==> src/srac_map.vh <==
`ifndef SRAC_MAP_VH
`define SRAC_MAP_VH

// =============================================
// register addresses in the global page
`define SRAC_ADDR_DATA 8'hF0
`define SRAC_ADDR_STATUS 8'hFE
`define SRAC_ADDR_PAGE 8'hFF

// =============================================
// command byte fields
`define SRAC_CMD_RW 0
`define SRAC_CMD_TGT_LO 1
`define SRAC_CMD_TGT_HI 3
`define SRAC_CMD_MODE 4
`define SRAC_CMD_TOP_LO 5
`define SRAC_CMD_TOP_HI 7
`define SRAC_NORMAL_PATTERN 3'h3
`define SRAC_TARGET_ID 3'h0

// =============================================
// status byte fields
`define SRAC_ST_DONE 7
`define SRAC_ST_READY 5
`define SRAC_ST_MDIO 2
`define SRAC_FAST_READY 0

// =============================================
// reset values and sizes
`define SRAC_PAGE_RST 8'h00
`define SRAC_BYTE_ZERO 8'h00
`define SRAC_BITS_PER_BYTE 3'h7
`define SRAC_LINK_IDLE 3'h7

`endif

==> src/srac_sync.v <==
`timescale 1ns/1ps
// =============================================
// two flip-flop synchroniser, one per bit
module srac_sync #(
   parameter W = 3,
   parameter [W-1:0] RST = {W{1'b1}}
) (
   input wire clk_i,
   input wire arst_n_i,
   input wire [W-1:0] d_i,
   output wire [W-1:0] q_o
);
   genvar g;
   generate
      for (g = 0; g < W; g = g + 1) begin : g_bit
         reg meta;
         reg stable;
         always @(posedge clk_i or negedge arst_n_i) begin
            if (!arst_n_i) begin
               meta <= RST[g];
               stable <= RST[g];
            end else begin
               meta <= d_i[g];
               stable <= meta;
            end
         end
         assign q_o[g] = stable;
      end
   endgenerate
endmodule // srac_sync

==> src/srac_buf2.v <==
`timescale 1ns/1ps
// =============================================
// two-entry buffer: output stage plus skid stage,
// both registered so the drain side sees flops only
module srac_buf2 #(
   parameter W = 24
) (
   input wire clk_i,
   input wire arst_n_i,
   input wire in_valid_i,
   output wire in_ready_o,
   input wire [W-1:0] in_data_i,
   output reg out_valid_o,
   input wire out_ready_i,
   output reg [W-1:0] out_data_o
);
   reg skid_valid;
   reg [W-1:0] skid_data;
   wire take;
   wire give;

   assign in_ready_o = ~skid_valid;
   assign take = in_valid_i & ~skid_valid;
   assign give = out_valid_o & out_ready_i;

   always @(posedge clk_i or negedge arst_n_i) begin
      if (!arst_n_i) begin
         out_valid_o <= 1'b0;
         out_data_o <= {W{1'b0}};
         skid_valid <= 1'b0;
         skid_data <= {W{1'b0}};
      end else begin
         if (!out_valid_o || give) begin
            // refill the output stage, oldest word first
            if (skid_valid) begin
               out_valid_o <= 1'b1;
               out_data_o <= skid_data;
               skid_valid <= take;
               skid_data <= in_data_i;
            end else begin
               out_valid_o <= take;
               out_data_o <= in_data_i;
            end
         end else if (take) begin
            skid_valid <= 1'b1;
            skid_data <= in_data_i;
         end
      end
   end
endmodule // srac_buf2

==> src/srac_top.v <==
// Function
// (RULE1) reads return status and data on serial output
// (RULE2) command byte, address byte, then data bytes
// (RULE3) host never mixes normal and fast access
// (RULE4) bit 4 zero means normal, top bits 011
// (RULE5) fast read start offset from bits 7:5
// (RULE6) target field bits 3:1 must be zero
// (RULE7) access only while select is low
// (RULE8) bit 0 chooses read or write
// (RULE9) address increments after each data byte
// (RULE10) one transaction per register
// (RULE11) select stays low for whole transaction
// (RULE12) transceiver poll status visible over serial port
// (RULE13) page register at FFh selects page
// (RULE14) data register at F0h moves register content
// (RULE15) status: done bit7, ready bit5, mdio bit2
// (RULE16) normal read, fast read, normal write only
// (RULE17) host polls done flag before access
// (RULE18) normal read is five ordered transactions
// (RULE19) host may skip unchanged page write
// (RULE20) address read copies register, eight dummy clocks
// (RULE21) ready flag set when data register loaded
// (RULE22) data register sent low byte first, msb first
// (RULE23) select changes only while clock high
// (RULE24) clock idles high, launch fall, capture rise
// (RULE25) select low across multi-byte transfers
// (RULE26) at least 200 ns between selects
// (RULE27) wrong target ignored, output left undriven
`timescale 1ns/1ps
`include "srac_map.vh"

module srac_top #(
   parameter DATA_W = 64,
   parameter IDX_W = 3
) (
   input wire clk_i,
   input wire arst_n_i,
   input wire ss_n_i,
   input wire sck_i,
   input wire mosi_i,
   output reg miso_o,
   output reg miso_oe_o,
   output reg rd_req_o,
   output reg [7:0] rd_page_o,
   output reg [7:0] rd_addr_o,
   input wire rd_ack_i,
   input wire [DATA_W-1:0] rd_data_i,
   output wire wr_valid_o,
   input wire wr_ready_i,
   output wire [7:0] wr_page_o,
   output wire [7:0] wr_addr_o,
   output wire [7:0] wr_data_o,
   input wire mdio_busy_i
);

   // =============================================
   // transaction states
   localparam [1:0] ST_CMD = 2'b00;
   localparam [1:0] ST_ADDR = 2'b01;
   localparam [1:0] ST_DATA = 2'b10;
   localparam [1:0] ST_IGNORE = 2'b11;

   // =============================================
   // pin synchronisers and edge detection
   wire [2:0] link_s;
   wire ss_n_s;
   wire sck_s;
   wire mosi_s;
   reg sck_d;
   reg ss_n_d;

   srac_sync #(
      .W(3),
      .RST(`SRAC_LINK_IDLE)
   ) u_sync (
      .clk_i(clk_i),
      .arst_n_i(arst_n_i),
      .d_i({ss_n_i, sck_i, mosi_i}),
      .q_o(link_s)
   );

   assign ss_n_s = link_s[2];
   assign sck_s = link_s[1];
   assign mosi_s = link_s[0];

   always @(posedge clk_i or negedge arst_n_i) begin
      if (!arst_n_i) begin
         sck_d <= 1'b1;
         ss_n_d <= 1'b1;
      end else begin
         sck_d <= sck_s;
         ss_n_d <= ss_n_s;
      end
   end

   wire sel = ~ss_n_s;
   wire start = ss_n_d & ~ss_n_s;
   wire sck_rise = sel & ~start & sck_s & ~sck_d; // RULE7 RULE24
   wire sck_fall = sel & ~start & ~sck_s & sck_d; // RULE24

   // =============================================
   // state
   reg [1:0] state;
   reg [2:0] bitcnt;
   reg [6:0] rx_sh;
   reg [7:0] tx_sh;
   reg [7:0] cmd;
   reg [7:0] addr;
   reg [IDX_W-1:0] idx;
   reg [7:0] page;
   reg [DATA_W-1:0] dport;
   reg ready;
   reg fast_stream;
   // ready bit as last shifted out: the stream must follow the byte the host saw
   reg fast_rdy_sent;
   reg wr_pend;
   reg [23:0] wr_word;
   reg trig;
   reg [7:0] trig_addr;

   wire byte_done = sck_rise & (bitcnt == `SRAC_BITS_PER_BYTE);
   wire [7:0] rx_byte = {rx_sh, mosi_s};
   wire buf_ready;
   wire is_write = cmd[`SRAC_CMD_RW]; // RULE8
   wire is_fast = cmd[`SRAC_CMD_MODE];
   wire [IDX_W-1:0] fast_off = cmd[`SRAC_CMD_TOP_HI:`SRAC_CMD_TOP_LO];
   wire busy = rd_req_o | wr_pend | wr_valid_o;

   // status: busy shows as done flag high, host waits for it to fall
   wire [7:0] status_byte = {busy, 1'b0, ready, 2'b00, mdio_busy_i, 2'b00}; // RULE15 RULE12
   wire [7:0] fast_status = {7'h00, ready};

   // =============================================
   // command checking
   wire cmd_tgt_ok = (rx_byte[`SRAC_CMD_TGT_HI:`SRAC_CMD_TGT_LO] == `SRAC_TARGET_ID); // RULE6
   wire cmd_norm_ok = rx_byte[`SRAC_CMD_MODE] |
      (rx_byte[`SRAC_CMD_TOP_HI:`SRAC_CMD_TOP_LO] == `SRAC_NORMAL_PATTERN); // RULE4
   wire cmd_no_fw = ~(rx_byte[`SRAC_CMD_MODE] & rx_byte[`SRAC_CMD_RW]); // RULE16
   wire cmd_ok = cmd_tgt_ok & cmd_norm_ok & cmd_no_fw;

   // =============================================
   // next byte to send for reads
   reg [7:0] next_tx;
   reg next_stream;
   reg [IDX_W-1:0] nidx;
   always @* begin
      next_tx = `SRAC_BYTE_ZERO;
      next_stream = fast_stream;
      nidx = idx;
      if (state == ST_ADDR) begin
         nidx = {IDX_W{1'b0}};
         if (is_fast) begin
            // fast read: status bytes until the data is in; the live flag
            // still belongs to the previous read, so the first byte says not ready
            next_tx = `SRAC_BYTE_ZERO; // RULE5 RULE21
            next_stream = 1'b0;
         end else begin
            case (rx_byte)
               `SRAC_ADDR_STATUS: next_tx = status_byte; // RULE15
               `SRAC_ADDR_PAGE: next_tx = page;
               `SRAC_ADDR_DATA: next_tx = dport[{nidx, 3'b000} +: 8]; // RULE22
               default: next_tx = `SRAC_BYTE_ZERO; // RULE20
            endcase
         end
      end else if (state == ST_DATA) begin
         if (is_fast) begin
            if (fast_stream) begin
               nidx = idx + 1'b1;
               next_tx = dport[{fast_off + nidx, 3'b000} +: 8]; // RULE5 RULE22
            end else if (fast_rdy_sent) begin
               // data only after a byte that carried the ready bit
               nidx = {IDX_W{1'b0}};
               next_stream = 1'b1;
               next_tx = dport[{fast_off, 3'b000} +: 8]; // RULE5
            end else begin
               next_tx = fast_status;
            end
         end else begin
            nidx = idx + 1'b1; // RULE9
            case (addr)
               `SRAC_ADDR_STATUS: next_tx = status_byte;
               `SRAC_ADDR_PAGE: next_tx = page;
               `SRAC_ADDR_DATA: next_tx = dport[{nidx, 3'b000} +: 8]; // RULE22
               default: next_tx = `SRAC_BYTE_ZERO;
            endcase
         end
      end
   end

   // =============================================
   // serial engine and byte protocol
   always @(posedge clk_i or negedge arst_n_i) begin
      if (!arst_n_i) begin
         state <= ST_CMD;
         bitcnt <= 3'h0;
         rx_sh <= 7'h00;
         tx_sh <= `SRAC_BYTE_ZERO;
         cmd <= `SRAC_BYTE_ZERO;
         addr <= `SRAC_BYTE_ZERO;
         idx <= {IDX_W{1'b0}};
         fast_stream <= 1'b0;
         fast_rdy_sent <= 1'b0;
         miso_o <= 1'b0;
         miso_oe_o <= 1'b0;
         trig <= 1'b0;
         trig_addr <= `SRAC_BYTE_ZERO;
      end else begin
         trig <= 1'b0;
         miso_oe_o <= sel & ~start & (state != ST_IGNORE); // RULE27 RULE7
         if (start || !sel) begin
            // a new select always restarts at the command byte
            state <= ST_CMD; // RULE2 RULE11
            bitcnt <= 3'h0;
            tx_sh <= `SRAC_BYTE_ZERO;
            fast_stream <= 1'b0;
            fast_rdy_sent <= 1'b0;
         end else begin
            if (sck_fall) begin
               miso_o <= tx_sh[7]; // RULE1 RULE24
               tx_sh <= {tx_sh[6:0], 1'b0};
            end
            if (sck_rise) begin
               rx_sh <= rx_byte[6:0];
               bitcnt <= bitcnt + 3'h1;
            end
            if (byte_done) begin
               case (state)
                  ST_CMD: begin
                     cmd <= rx_byte;
                     state <= cmd_ok ? ST_ADDR : ST_IGNORE; // RULE2 RULE27
                  end
                  ST_ADDR: begin
                     addr <= rx_byte;
                     idx <= nidx;
                     state <= ST_DATA;
                     fast_stream <= next_stream;
                     fast_rdy_sent <= 1'b0;
                     if (!is_write) begin
                        tx_sh <= next_tx; // RULE1
                        // a read of a switch register loads the data register
                        if (is_fast || (rx_byte != `SRAC_ADDR_STATUS && rx_byte != `SRAC_ADDR_PAGE &&
                              rx_byte != `SRAC_ADDR_DATA)) begin
                           trig <= 1'b1; // RULE20
                           trig_addr <= rx_byte;
                        end
                     end
                  end
                  ST_DATA: begin
                     if (is_write) begin
                        idx <= idx + 1'b1; // RULE9
                     end else begin
                        tx_sh <= next_tx;
                        idx <= nidx;
                        fast_stream <= next_stream;
                        fast_rdy_sent <= next_tx[`SRAC_FAST_READY]; // RULE21
                     end
                  end
                  default: state <= ST_IGNORE; // RULE27
               endcase
            end
         end
      end
   end

   // =============================================
   // page and data transfer registers
   wire wr_byte = byte_done & sel & (state == ST_DATA) & is_write;
   wire [7:0] wr_at = addr + {{(8 - IDX_W){1'b0}}, idx}; // RULE9

   always @(posedge clk_i or negedge arst_n_i) begin
      if (!arst_n_i) begin
         page <= `SRAC_PAGE_RST;
         dport <= {DATA_W{1'b0}};
      end else begin
         if (wr_byte && addr == `SRAC_ADDR_PAGE) begin
            page <= rx_byte; // RULE13
         end
         if (rd_req_o && rd_ack_i) begin
            dport <= rd_data_i; // RULE14 RULE20
         end else if (wr_byte && addr == `SRAC_ADDR_DATA) begin
            dport[{idx, 3'b000} +: 8] <= rx_byte; // RULE14
         end
      end
   end

   // =============================================
   // internal read request and ready flag
   always @(posedge clk_i or negedge arst_n_i) begin
      if (!arst_n_i) begin
         rd_req_o <= 1'b0;
         rd_page_o <= `SRAC_PAGE_RST;
         rd_addr_o <= `SRAC_BYTE_ZERO;
         ready <= 1'b0;
      end else begin
         if (trig) begin
            rd_req_o <= 1'b1;
            rd_page_o <= page; // RULE13
            rd_addr_o <= trig_addr;
         end else if (rd_ack_i) begin
            rd_req_o <= 1'b0;
         end
         // the arrival of data wins over a fresh request clearing it
         if (rd_req_o && rd_ack_i) begin
            ready <= 1'b1; // RULE21
         end else if (trig) begin
            ready <= 1'b0; // RULE21
         end
      end
   end

   // =============================================
   // write path into the two-entry buffer
   // the host cannot be stalled: a byte that finds the pending
   // slot still full replaces it, so the host must poll the done flag
   always @(posedge clk_i or negedge arst_n_i) begin
      if (!arst_n_i) begin
         wr_pend <= 1'b0;
         wr_word <= 24'h000000;
      end else begin
         if (wr_byte && addr != `SRAC_ADDR_PAGE && addr != `SRAC_ADDR_DATA &&
               addr != `SRAC_ADDR_STATUS) begin
            wr_pend <= 1'b1; // RULE16
            wr_word <= {page, wr_at, rx_byte};
         end else if (buf_ready) begin
            wr_pend <= 1'b0;
         end
      end
   end

   srac_buf2 #(
      .W(24)
   ) u_buf (
      .clk_i(clk_i),
      .arst_n_i(arst_n_i),
      .in_valid_i(wr_pend),
      .in_ready_o(buf_ready),
      .in_data_i(wr_word),
      .out_valid_o(wr_valid_o),
      .out_ready_i(wr_ready_i),
      .out_data_o({wr_page_o, wr_addr_o, wr_data_o})
   );

endmodule // srac_top

==> config.mk <==
export PLATFORM = sky130hd
export DESIGN_NAME = srac_top
export DESIGN_NICKNAME = d
export VERILOG_FILES = /design/src/srac_sync.v /design/src/srac_buf2.v /design/src/srac_top.v
export VERILOG_INCLUDE_DIRS = /design/src
export SDC_FILE = /design/constraint.sdc
export NUM_CORES = 1
export LEC_CHECK = 0
export ABC_AREA = 1
export BUFFER_PORTS_ARGS = -buffer_cell sky130_fd_sc_hd__buf_2
export CORE_MARGIN = 10
export CORE_UTILIZATION = 54
export DETAILED_ROUTE_END_ITERATION = 7
export PLACE_DENSITY = 0.82
export SETUP_SLACK_MARGIN = 0.02
export SYNTH_ARGS = -nofsm -noshare
export SYNTH_HDL_FRONTEND = slang
export SYNTH_SLANG_ARGS = --single-unit
==> constraint.sdc <==
create_clock -name clk_i -period 2.8 [get_ports clk_i]
set_input_delay 0.28 -clock clk_i [delete_from_list [all_inputs] [get_ports clk_i]]
set_output_delay 0.28 -clock clk_i [all_outputs]
set_load 0.05 [all_outputs]
---- Word-level counts from Yosys, hierarchy flattened ----
Cells that the tools add are included.
cells by class
  $add $sub $neg .......................... 5
  equal/unequal tests ..................... 21
  shift-type cells ........................ 5
  mux-type cells .......................... 59
  bitwise operators ....................... 27
  reduce and logical (&&, ||, !) cells .... 32
operator list
  operator                                                                count
  64-bit by 7-bit variable part select with 8-bit output                  3
  64-bit two-way mux                                                      2
  24-bit two-way mux                                                      4
  8-bit two-way mux                                                       10
  64-bit bitwise mux                                                      1
  8-bit by 8-bit variable shift with 64-bit output, first input constant  1
  8-bit by 8-bit variable part select with 64-bit output                  1
  8-bit equality test, second input constant                              6
  8-bit inequality test, second input constant                            6
  8-bit one-hot mux with 3 select lines                                   2
  1-bit two-way mux                                                       26
  3-bit two-way mux                                                       7
  1-bit bitwise AND                                                       16
  2-bit nonzero test                                                      7
  3-bit AND reduction                                                     4
  8-bit by 3-bit adder with 8-bit output                                  1
  1-bit logical AND                                                       8
  6-bit negator with 8-bit output                                         1
  1-bit NOT                                                               8
  2-bit AND reduction                                                     4
  3-bit by 1-bit adder with 3-bit output, second input constant           2
  2-bit two-way mux                                                       3
  2-bit inequality test, second input constant                            3
  2-bit one-hot mux with 3 select lines                                   1
  other kinds (17)                                                        22
word-level totals
  register bits after elaboration ......... 225
  input port bits ......................... 72
  output and inout bits ................... 44
  logic and storage cells ................. 182

---- Logic depth before layout (Yosys ltp) ----
  word-level depth ........................ 14
  depth in mapped cells ................... 17
  mapped depth without buffers ............ 16

---- Modules after synthesis ----
From an unflattened synthesis, not the netlist that was laid out.
second synthesis, totals
  cells, all modules ...................... 1523
  area, all modules ....................... 12065.3 µm²
by module, submodules not included
  module     instances  cells each  area an instance (µm²)  sequential area each (µm²)
  srac_top   1          1240        9519.1                  4156.5
  srac_buf2  1          274         2366.0                  1251.2
  srac_sync  1          9           180.2                   157.7

---- Worst setup path before layout ----
Ideal clock, no wire load.
  path type ............................... flip-flop to flip-flop
  from .................................... reg idx[0]
  to ...................................... reg tx_sh[5]
  library setup time ...................... 121 ps
  arrival ................................. 2568 ps
  data required time ...................... 2679 ps
  setup slack ............................. 111 ps
  stages on the path, launching flop included .. 13
  path buffers ............................ 2
  clock period less this slack ............ 2689 ps
  cell sequence ........................... dfrtp_1 inv_1 clkbuf_1 ha_1 fa_1 clkinv_1 clkbuf_1 a21oi_1 o21ai_0 nand3_1 nand3_1 nand4_1 a21oi_1
on the way
  cells in the longest elaborated chain, start to end .. 10
  elaborated cells on any way between the ends .. 12
  classes of those cells .................. add/sub (2); shift (2); mux (8)
ends and longest elaborated chain
  what                                                    RTL line                        RTL
  from (decl)                                             srac_top.v:109                  reg [IDX_W-1:0] idx;
  from (signal assigned)                                  srac_top.v:200                  idx <= {IDX_W{1'b0}};
  from (signal assigned)                                  srac_top.v:234                  idx <= nidx;
  from (signal assigned)                                  srac_top.v:250                  idx <= idx + 1'b1;
  3-bit by 1-bit adder with 3-bit output (*)              srac_top.v:168, srac_top.v:179
  3-bit adder                                             srac_top.v:169                  next_tx = dport[{fast_off + nidx, 3'b000} +: 8];
  64-bit by 7-bit variable part select with 8-bit output  srac_top.v:169
  8-bit two-way mux                                       srac_top.v:167                  if (fast_stream) begin
  8-bit two-way mux (*)                                   srac_top.v:166                  if (is_fast) begin
  8-bit two-way mux (*)                                   srac_top.v:150                  if (state == ST_ADDR) begin
  8-bit two-way mux (*)                                   srac_top.v:238, srac_top.v:249
  8-bit two-way mux (*)                                   --
  8-bit two-way mux (*)                                   srac_top.v:226                  if (byte_done) begin
  8-bit two-way mux (*)                                   srac_top.v:210                  if (start || !sel) begin
  to (signal assigned)                                    srac_top.v:214                  tx_sh <= `SRAC_BYTE_ZERO;
  to (signal assigned)                                    srac_top.v:239                  tx_sh <= next_tx;
  to (signal assigned)                                    srac_top.v:252                  tx_sh <= next_tx;
  to (decl)                                               srac_top.v:106                  reg [7:0] tx_sh;
Mark *: on every way between the ends. The rest lies on a longest branch, timed or not.
A chain may end at the register's enable or synchronous reset.

---- Worst setup path after layout ----
  from .................................... reg idx[0]
  to ...................................... reg fast_rdy_sent
on the way
  cells in the longest elaborated chain, start to end .. 10
  elaborated cells on any way between the ends .. 12
  classes of those cells .................. add/sub (2); shift (2); mux (8)
ends and longest elaborated chain
  what                                                    RTL line                        RTL
  3-bit by 1-bit adder with 3-bit output (*)              srac_top.v:168, srac_top.v:179
  3-bit adder                                             srac_top.v:169
  64-bit by 7-bit variable part select with 8-bit output  srac_top.v:169
  8-bit two-way mux                                       srac_top.v:167
  8-bit two-way mux (*)                                   srac_top.v:166
  8-bit two-way mux (*)                                   srac_top.v:150
  1-bit two-way mux (*)                                   srac_top.v:249                  if (is_write) begin
  1-bit one-hot mux with 2 select lines (*)               srac_top.v:227                  case (state)
  1-bit two-way mux (*)                                   srac_top.v:226
  1-bit two-way mux (*)                                   srac_top.v:210
  to (signal assigned)                                    srac_top.v:255                  fast_rdy_sent <= next_tx[`SRAC_FAST_READY];
  to (decl)                                               srac_top.v:115                  reg fast_rdy_sent;
Mark *: on every way between the ends. The rest lies on a longest branch, timed or not. The select of a mux whose other input is x is not followed.

==> key figures <==
Synth
  • Synth warnings: 0
  • Share of cell area taken by muxes after synthesis: about 3.2%
  • Post-synthesis share of cell area spent on and, or, nand and nor gates: 21.6%
  • Synthesis-stage register bit count: 222
  • Mean cell area of the mapped netlist: 8.07 um2
  • Post-synth top flop: sky130_fd_sc_hd__dfrtp_1
  • Synth Net Count: 1,544
  • Part of the Yosys area used for sequential elements: 47.3%
  • Fraction of synthesis flops using an asynchronous set or reset pin: 100%
  • Post-synthesis share of cell area spent on full adders, half adders and majority gates: 1.83%
  • Library cells used by synthesis: 45
  • Number of enable flip-flop cells after synthesis: 0
  • Dominant combinational cell family by area after synthesis: simple AND/OR/NAND/NOR gates
  • Summed instance area of the synthesized netlist: 0.0118 mm2
  • Share of the synthesized netlist area taken by xor and xnor gates: 0.522%
  • Count of mapped cells out of synthesis: 1,456
  • Compound-cell area share of the yosys netlist: 18.8%

CTS
  • Number of buffers between clock root and the deepest sink: 3
  • CTS buffer count: 25
  • Post-CTS Resized: 0
  • Clock latency of the later-clocked register in the worst-skew pair: between 0.5 and 0.6 ns
  • Number of levels the H-tree was split into: 1
  • Clock tree from TritonCTS: built
  • Clock Sinks: 222
  • Cell at the root of the clock tree: sky130_fd_sc_hd__clkbuf_16
  • CTS clk-pin slew, worst paths: 0.07 ns
  • Post-CTS repair timing setup buffer count: 0

GRT
  • Sum of overflow across all layers after global routing: 0
  • Wire length of the first global-routing pass: 60,300 um
  • Largest net degree at the start of global routing: 78
  • Antenna violations before repair: 1
  • Via count of the first global-routing pass: ~11,000
  • Overall fraction of global-route tracks in use: 26.3%

Place
  • Placed cell count: ~1,800
  • Post-placement setup slack: between 0.3 and 0.4 ns
  • Count of input and output buffers: between 100 and 150
  • GP Congestion: 0.972
  • Post-detail-place hpwl: between 20,000 and 30,000 um
  • Cell area after placement: 0.0127 mm2

Floorplanning
  • Number of ports placed on the die boundary: 116
  • Site Rows: 53
  • Floorplan Core Area: roughly 0.021 mm2
  • Vertical extent of the die: 168 um
  • Initial core utilization: between 50% and 60%
  • Horizontal die dimension: 168 um
  • Die Footprint: 0.0281 mm2

Worst setup path
  • WP data required: 3.25 ns
  • Largest stage delay on the critical path: 0.58 ns
  • Kind of cell adding the most delay to the critical path: adder cells
  • Standard cell with the maximum stage delay on the critical path: sky130_fd_sc_hd__fa_1
  • Critical Path Sink Type: flop
  • Type of the worst setup path: flop to flop
  • Launching element type of the critical path: flop
  • Crit path buffers/inverters: 4
  • Data arrival time of the critical path: 2.96 ns
  • Worst Path Max Fanout: 19
  • Cells along the critical path: inv_1 -> buf_4 -> ha_1 -> fa_1 -> clkinv_1 -> buf_4 -> nand2_1 -> nor2_1 -> nor2_1 -> nand3_1 -> nand3_1 -> nand2_1 -> nand2_1 -> nand3_1 -> o21ai_0

Pwr
  • Share of power burned in the clock network: ~45%
  • Power Dens Cells: 528 mW/mm2
  • IR Drop Worst-Case VDD: 0.388 mV
  • Part of the power in combinational logic: 8.6%
  • NetSw: 1.90 mW
  • Fraction of power spent switching nets: 25.8%
  • Static Leak: 6.75 nW
  • Internal cell power: between 5 and 6 mW
  • Seq pwr share: 46.8%

Status
  • Failing checks: hold timing
  • Outcome: complete, but fails checks

Final layout
  • Final cell count without fillers: 1,899
  • Area added between synthesis and finish: 18.4%
  • Fraction of layout instances using a drive strength above 1: 16.3%
  • Count of nets after finishing: ~1,700
  • Filler cell count: around 1,800
  • Final instance area: 0.0139 mm2

Timing
  • Crit path setup slack, layout: 0.283 ns
  • Hold Vio Cnt, Final: 1
  • Relative slew margins: 42.9%
  • Final worst path period need: 2.52 ns
  • Max-slew violation total from the final report: 0
  • Fmax: 397 MHz
  • Final sum of negative setup slack: 0 ns
  • Part of the cycle the worst path needs: 89.9%
  • Finish-stage setup viols: 0
  • Worst setup skew after layout: approximately 0.0081 ns
  • Final-layout worst hold slack: -0.00224 ns
  • Actual slew at the worst max-slew pin: 0.856 ns
  • RSZ-0062 raised after global routing: false

Drt
  • Total via count after detailed routing: 11,300
  • Wirelength per Cell: 19.9 um
  • Number of remaining DRC errors: 0
  • Post-DR vias/cell: slightly below 6
  • Total Wirelength: between 30,000 and 40,000 um
  • First-pass iteration count of the detailed router: 8
  • Initial DRC count: 1,165
  • Remaining antenna violation count: 0

Run
  • Max capacitance violation total: 0

Worst hold path
  • Worst min-delay path category: input port to flop
[area by class of cell]
class	instances	area [um2]	share of cell area, %
Inverter	135	512	3.68
Multi-Input combinational cell	1032	5410	38.9
Antenna cell	1	2.50	0.0180
Sequential cell	222	5570	40.0
Clock inverter	14	143	1.02
Tap cell	275	344	2.47
Timing Repair Buffer	188	1260	9.03
Clock buffer	32	682	4.90
[cells in the mapped netlist (7+ instances only)]
library cell / instances / share of area, %
sky130_fd_sc_hd__a21boi_0: 16 / 1.0
sky130_fd_sc_hd__a21oi_1: 135 / 5.7
sky130_fd_sc_hd__a22oi_1: 27 / 1.7
sky130_fd_sc_hd__buf_2: 13 / 0.55
sky130_fd_sc_hd__clkbuf_1: 52 / 1.7
sky130_fd_sc_hd__dfrtp_1: 214 / 46
sky130_fd_sc_hd__dfstp_2: 8 / 1.8
sky130_fd_sc_hd__ha_1: 14 / 1.5
sky130_fd_sc_hd__inv_1: 128 / 4.1
sky130_fd_sc_hd__mux2_2: 33 / 3.2
sky130_fd_sc_hd__nand2_1: 347 / 11
sky130_fd_sc_hd__nand3_1: 96 / 4.1
sky130_fd_sc_hd__nand4_1: 7 / 0.37
sky130_fd_sc_hd__nor2_1: 99 / 3.2
sky130_fd_sc_hd__nor2_4: 8 / 0.77
sky130_fd_sc_hd__o211ai_1: 20 / 1.3
sky130_fd_sc_hd__o21ai_0: 162 / 6.9
sky130_fd_sc_hd__o221ai_1: 16 / 1.2
[state kept, by name, summed over array words and instances, names as in the netlist, 5 cells and up]
| name | flops |
|---|---|
| rd_addr_o | 8 |
| wr_word | 24 |
| rd_page_o | 8 |
| dport | 64 |
| u_buf.out_data_o | 24 |
| addr | 8 |
| rx_sh | 7 |
| page | 8 |
| u_buf.skid_data | 24 |
| tx_sh | 8 |
| cmd | 5 |
| trig_addr | 8 |
[timing repair]
item / 4_1_cts / 5_1_grt
hold buffers: 39 / 0
endpoints found under the setup margin: 0 / 0
endpoints found under the hold margin: 110 / 0
[cells by family (layout without fill, tap and decap cells)]
| family | Yosys count | after routing |
|---|---|---|
| other cells | 0 | 1 |
| compound gates | 392 | 392 |
| flops | 222 | 222 |
| fa+ha+maj | 16 | 16 |
| simple gates | 583 | 583 |
| xor+xnor | 7 | 7 |
| buf+inv | 202 | 369 |
| mux | 34 | 34 |
[metal layers]
metal | share of wire, % | GRT usage (%)
met5 | 0 | 0
met2 | 48 | 44.2
met4 | 5.0 | 12.1
met3 | 8.6 | 5.17
met1 | 39 | 31.9
[final timing paths]
path                       cells past startpoint                endpoint  slack [ns]                  from
hold reg to reg                                0  u_sync.g_bit[0].stable        0.36  u_sync.g_bit[0].meta
hold / removal                                 3               dport[53]      -0.002         rd_data_i[53]
setup reg to reg                              15           fast_rdy_sent        0.28                idx[0]
setup / recovery                              15           fast_rdy_sent        0.28                idx[0]
min in group asynchronous                      2     u_buf.out_data_o[9]        0.32              arst_n_i
max in group asynchronous                      3  u_sync.g_bit[1].stable        1.63              arst_n_i
[stage by stage]
step                      util [%]  total power [mW]
final                         65.6              7.35
after global routing          65.6              7.60
after CTS                     65.6              7.38
after detailed placement      59.9              4.08
after global placement        59.9              4.07
after floorplan                  -              3.75
[power by group through the flow]
stage	registers, mW	logic, mW	clock network (mW)
floorplan	3.45	0.297	0
global placement	3.49	0.574	0
detailed placement	3.50	0.580	0
CTS	3.44	0.626	3.32
global route	3.45	0.705	3.45
finish	3.44	0.635	3.28
[worst register-to-register path: cells and delay by family, from the launching register on]
family,cells,cell delay (ns)
compound gates,1,0.18
fa+ha+maj,2,0.79
simple gates,8,0.60
buf+inv,4,0.53
flops,1,0.36
[cells in the final DEF, fill, tap and decap left out, types with 5 or more instances in the layout]
| cell | count |
|---|---|
| sky130_fd_sc_hd__nand2_1 | 347 |
| sky130_fd_sc_hd__dfrtp_1 | 214 |
| sky130_fd_sc_hd__o21ai_0 | 162 |
| sky130_fd_sc_hd__a21oi_1 | 135 |
| sky130_fd_sc_hd__inv_1 | 127 |
| sky130_fd_sc_hd__buf_2 | 114 |
| sky130_fd_sc_hd__nor2_1 | 99 |
| sky130_fd_sc_hd__nand3_1 | 96 |
| sky130_fd_sc_hd__dlygate4sd3_1 | 39 |
| sky130_fd_sc_hd__mux2_2 | 33 |
| sky130_fd_sc_hd__buf_4 | 32 |
| sky130_fd_sc_hd__a22oi_1 | 27 |
| sky130_fd_sc_hd__clkbuf_16 | 25 |
| sky130_fd_sc_hd__o211ai_1 | 20 |
| sky130_fd_sc_hd__a21boi_0 | 16 |
| sky130_fd_sc_hd__o221ai_1 | 16 |
| sky130_fd_sc_hd__ha_1 | 14 |
| sky130_fd_sc_hd__nor2_4 | 8 |
| sky130_fd_sc_hd__dfstp_2 | 8 |
| sky130_fd_sc_hd__nand4_1 | 7 |
| sky130_fd_sc_hd__nor3_1 | 6 |
| sky130_fd_sc_hd__clkinv_2 | 5 |
(Power assumes the default switching activity.)
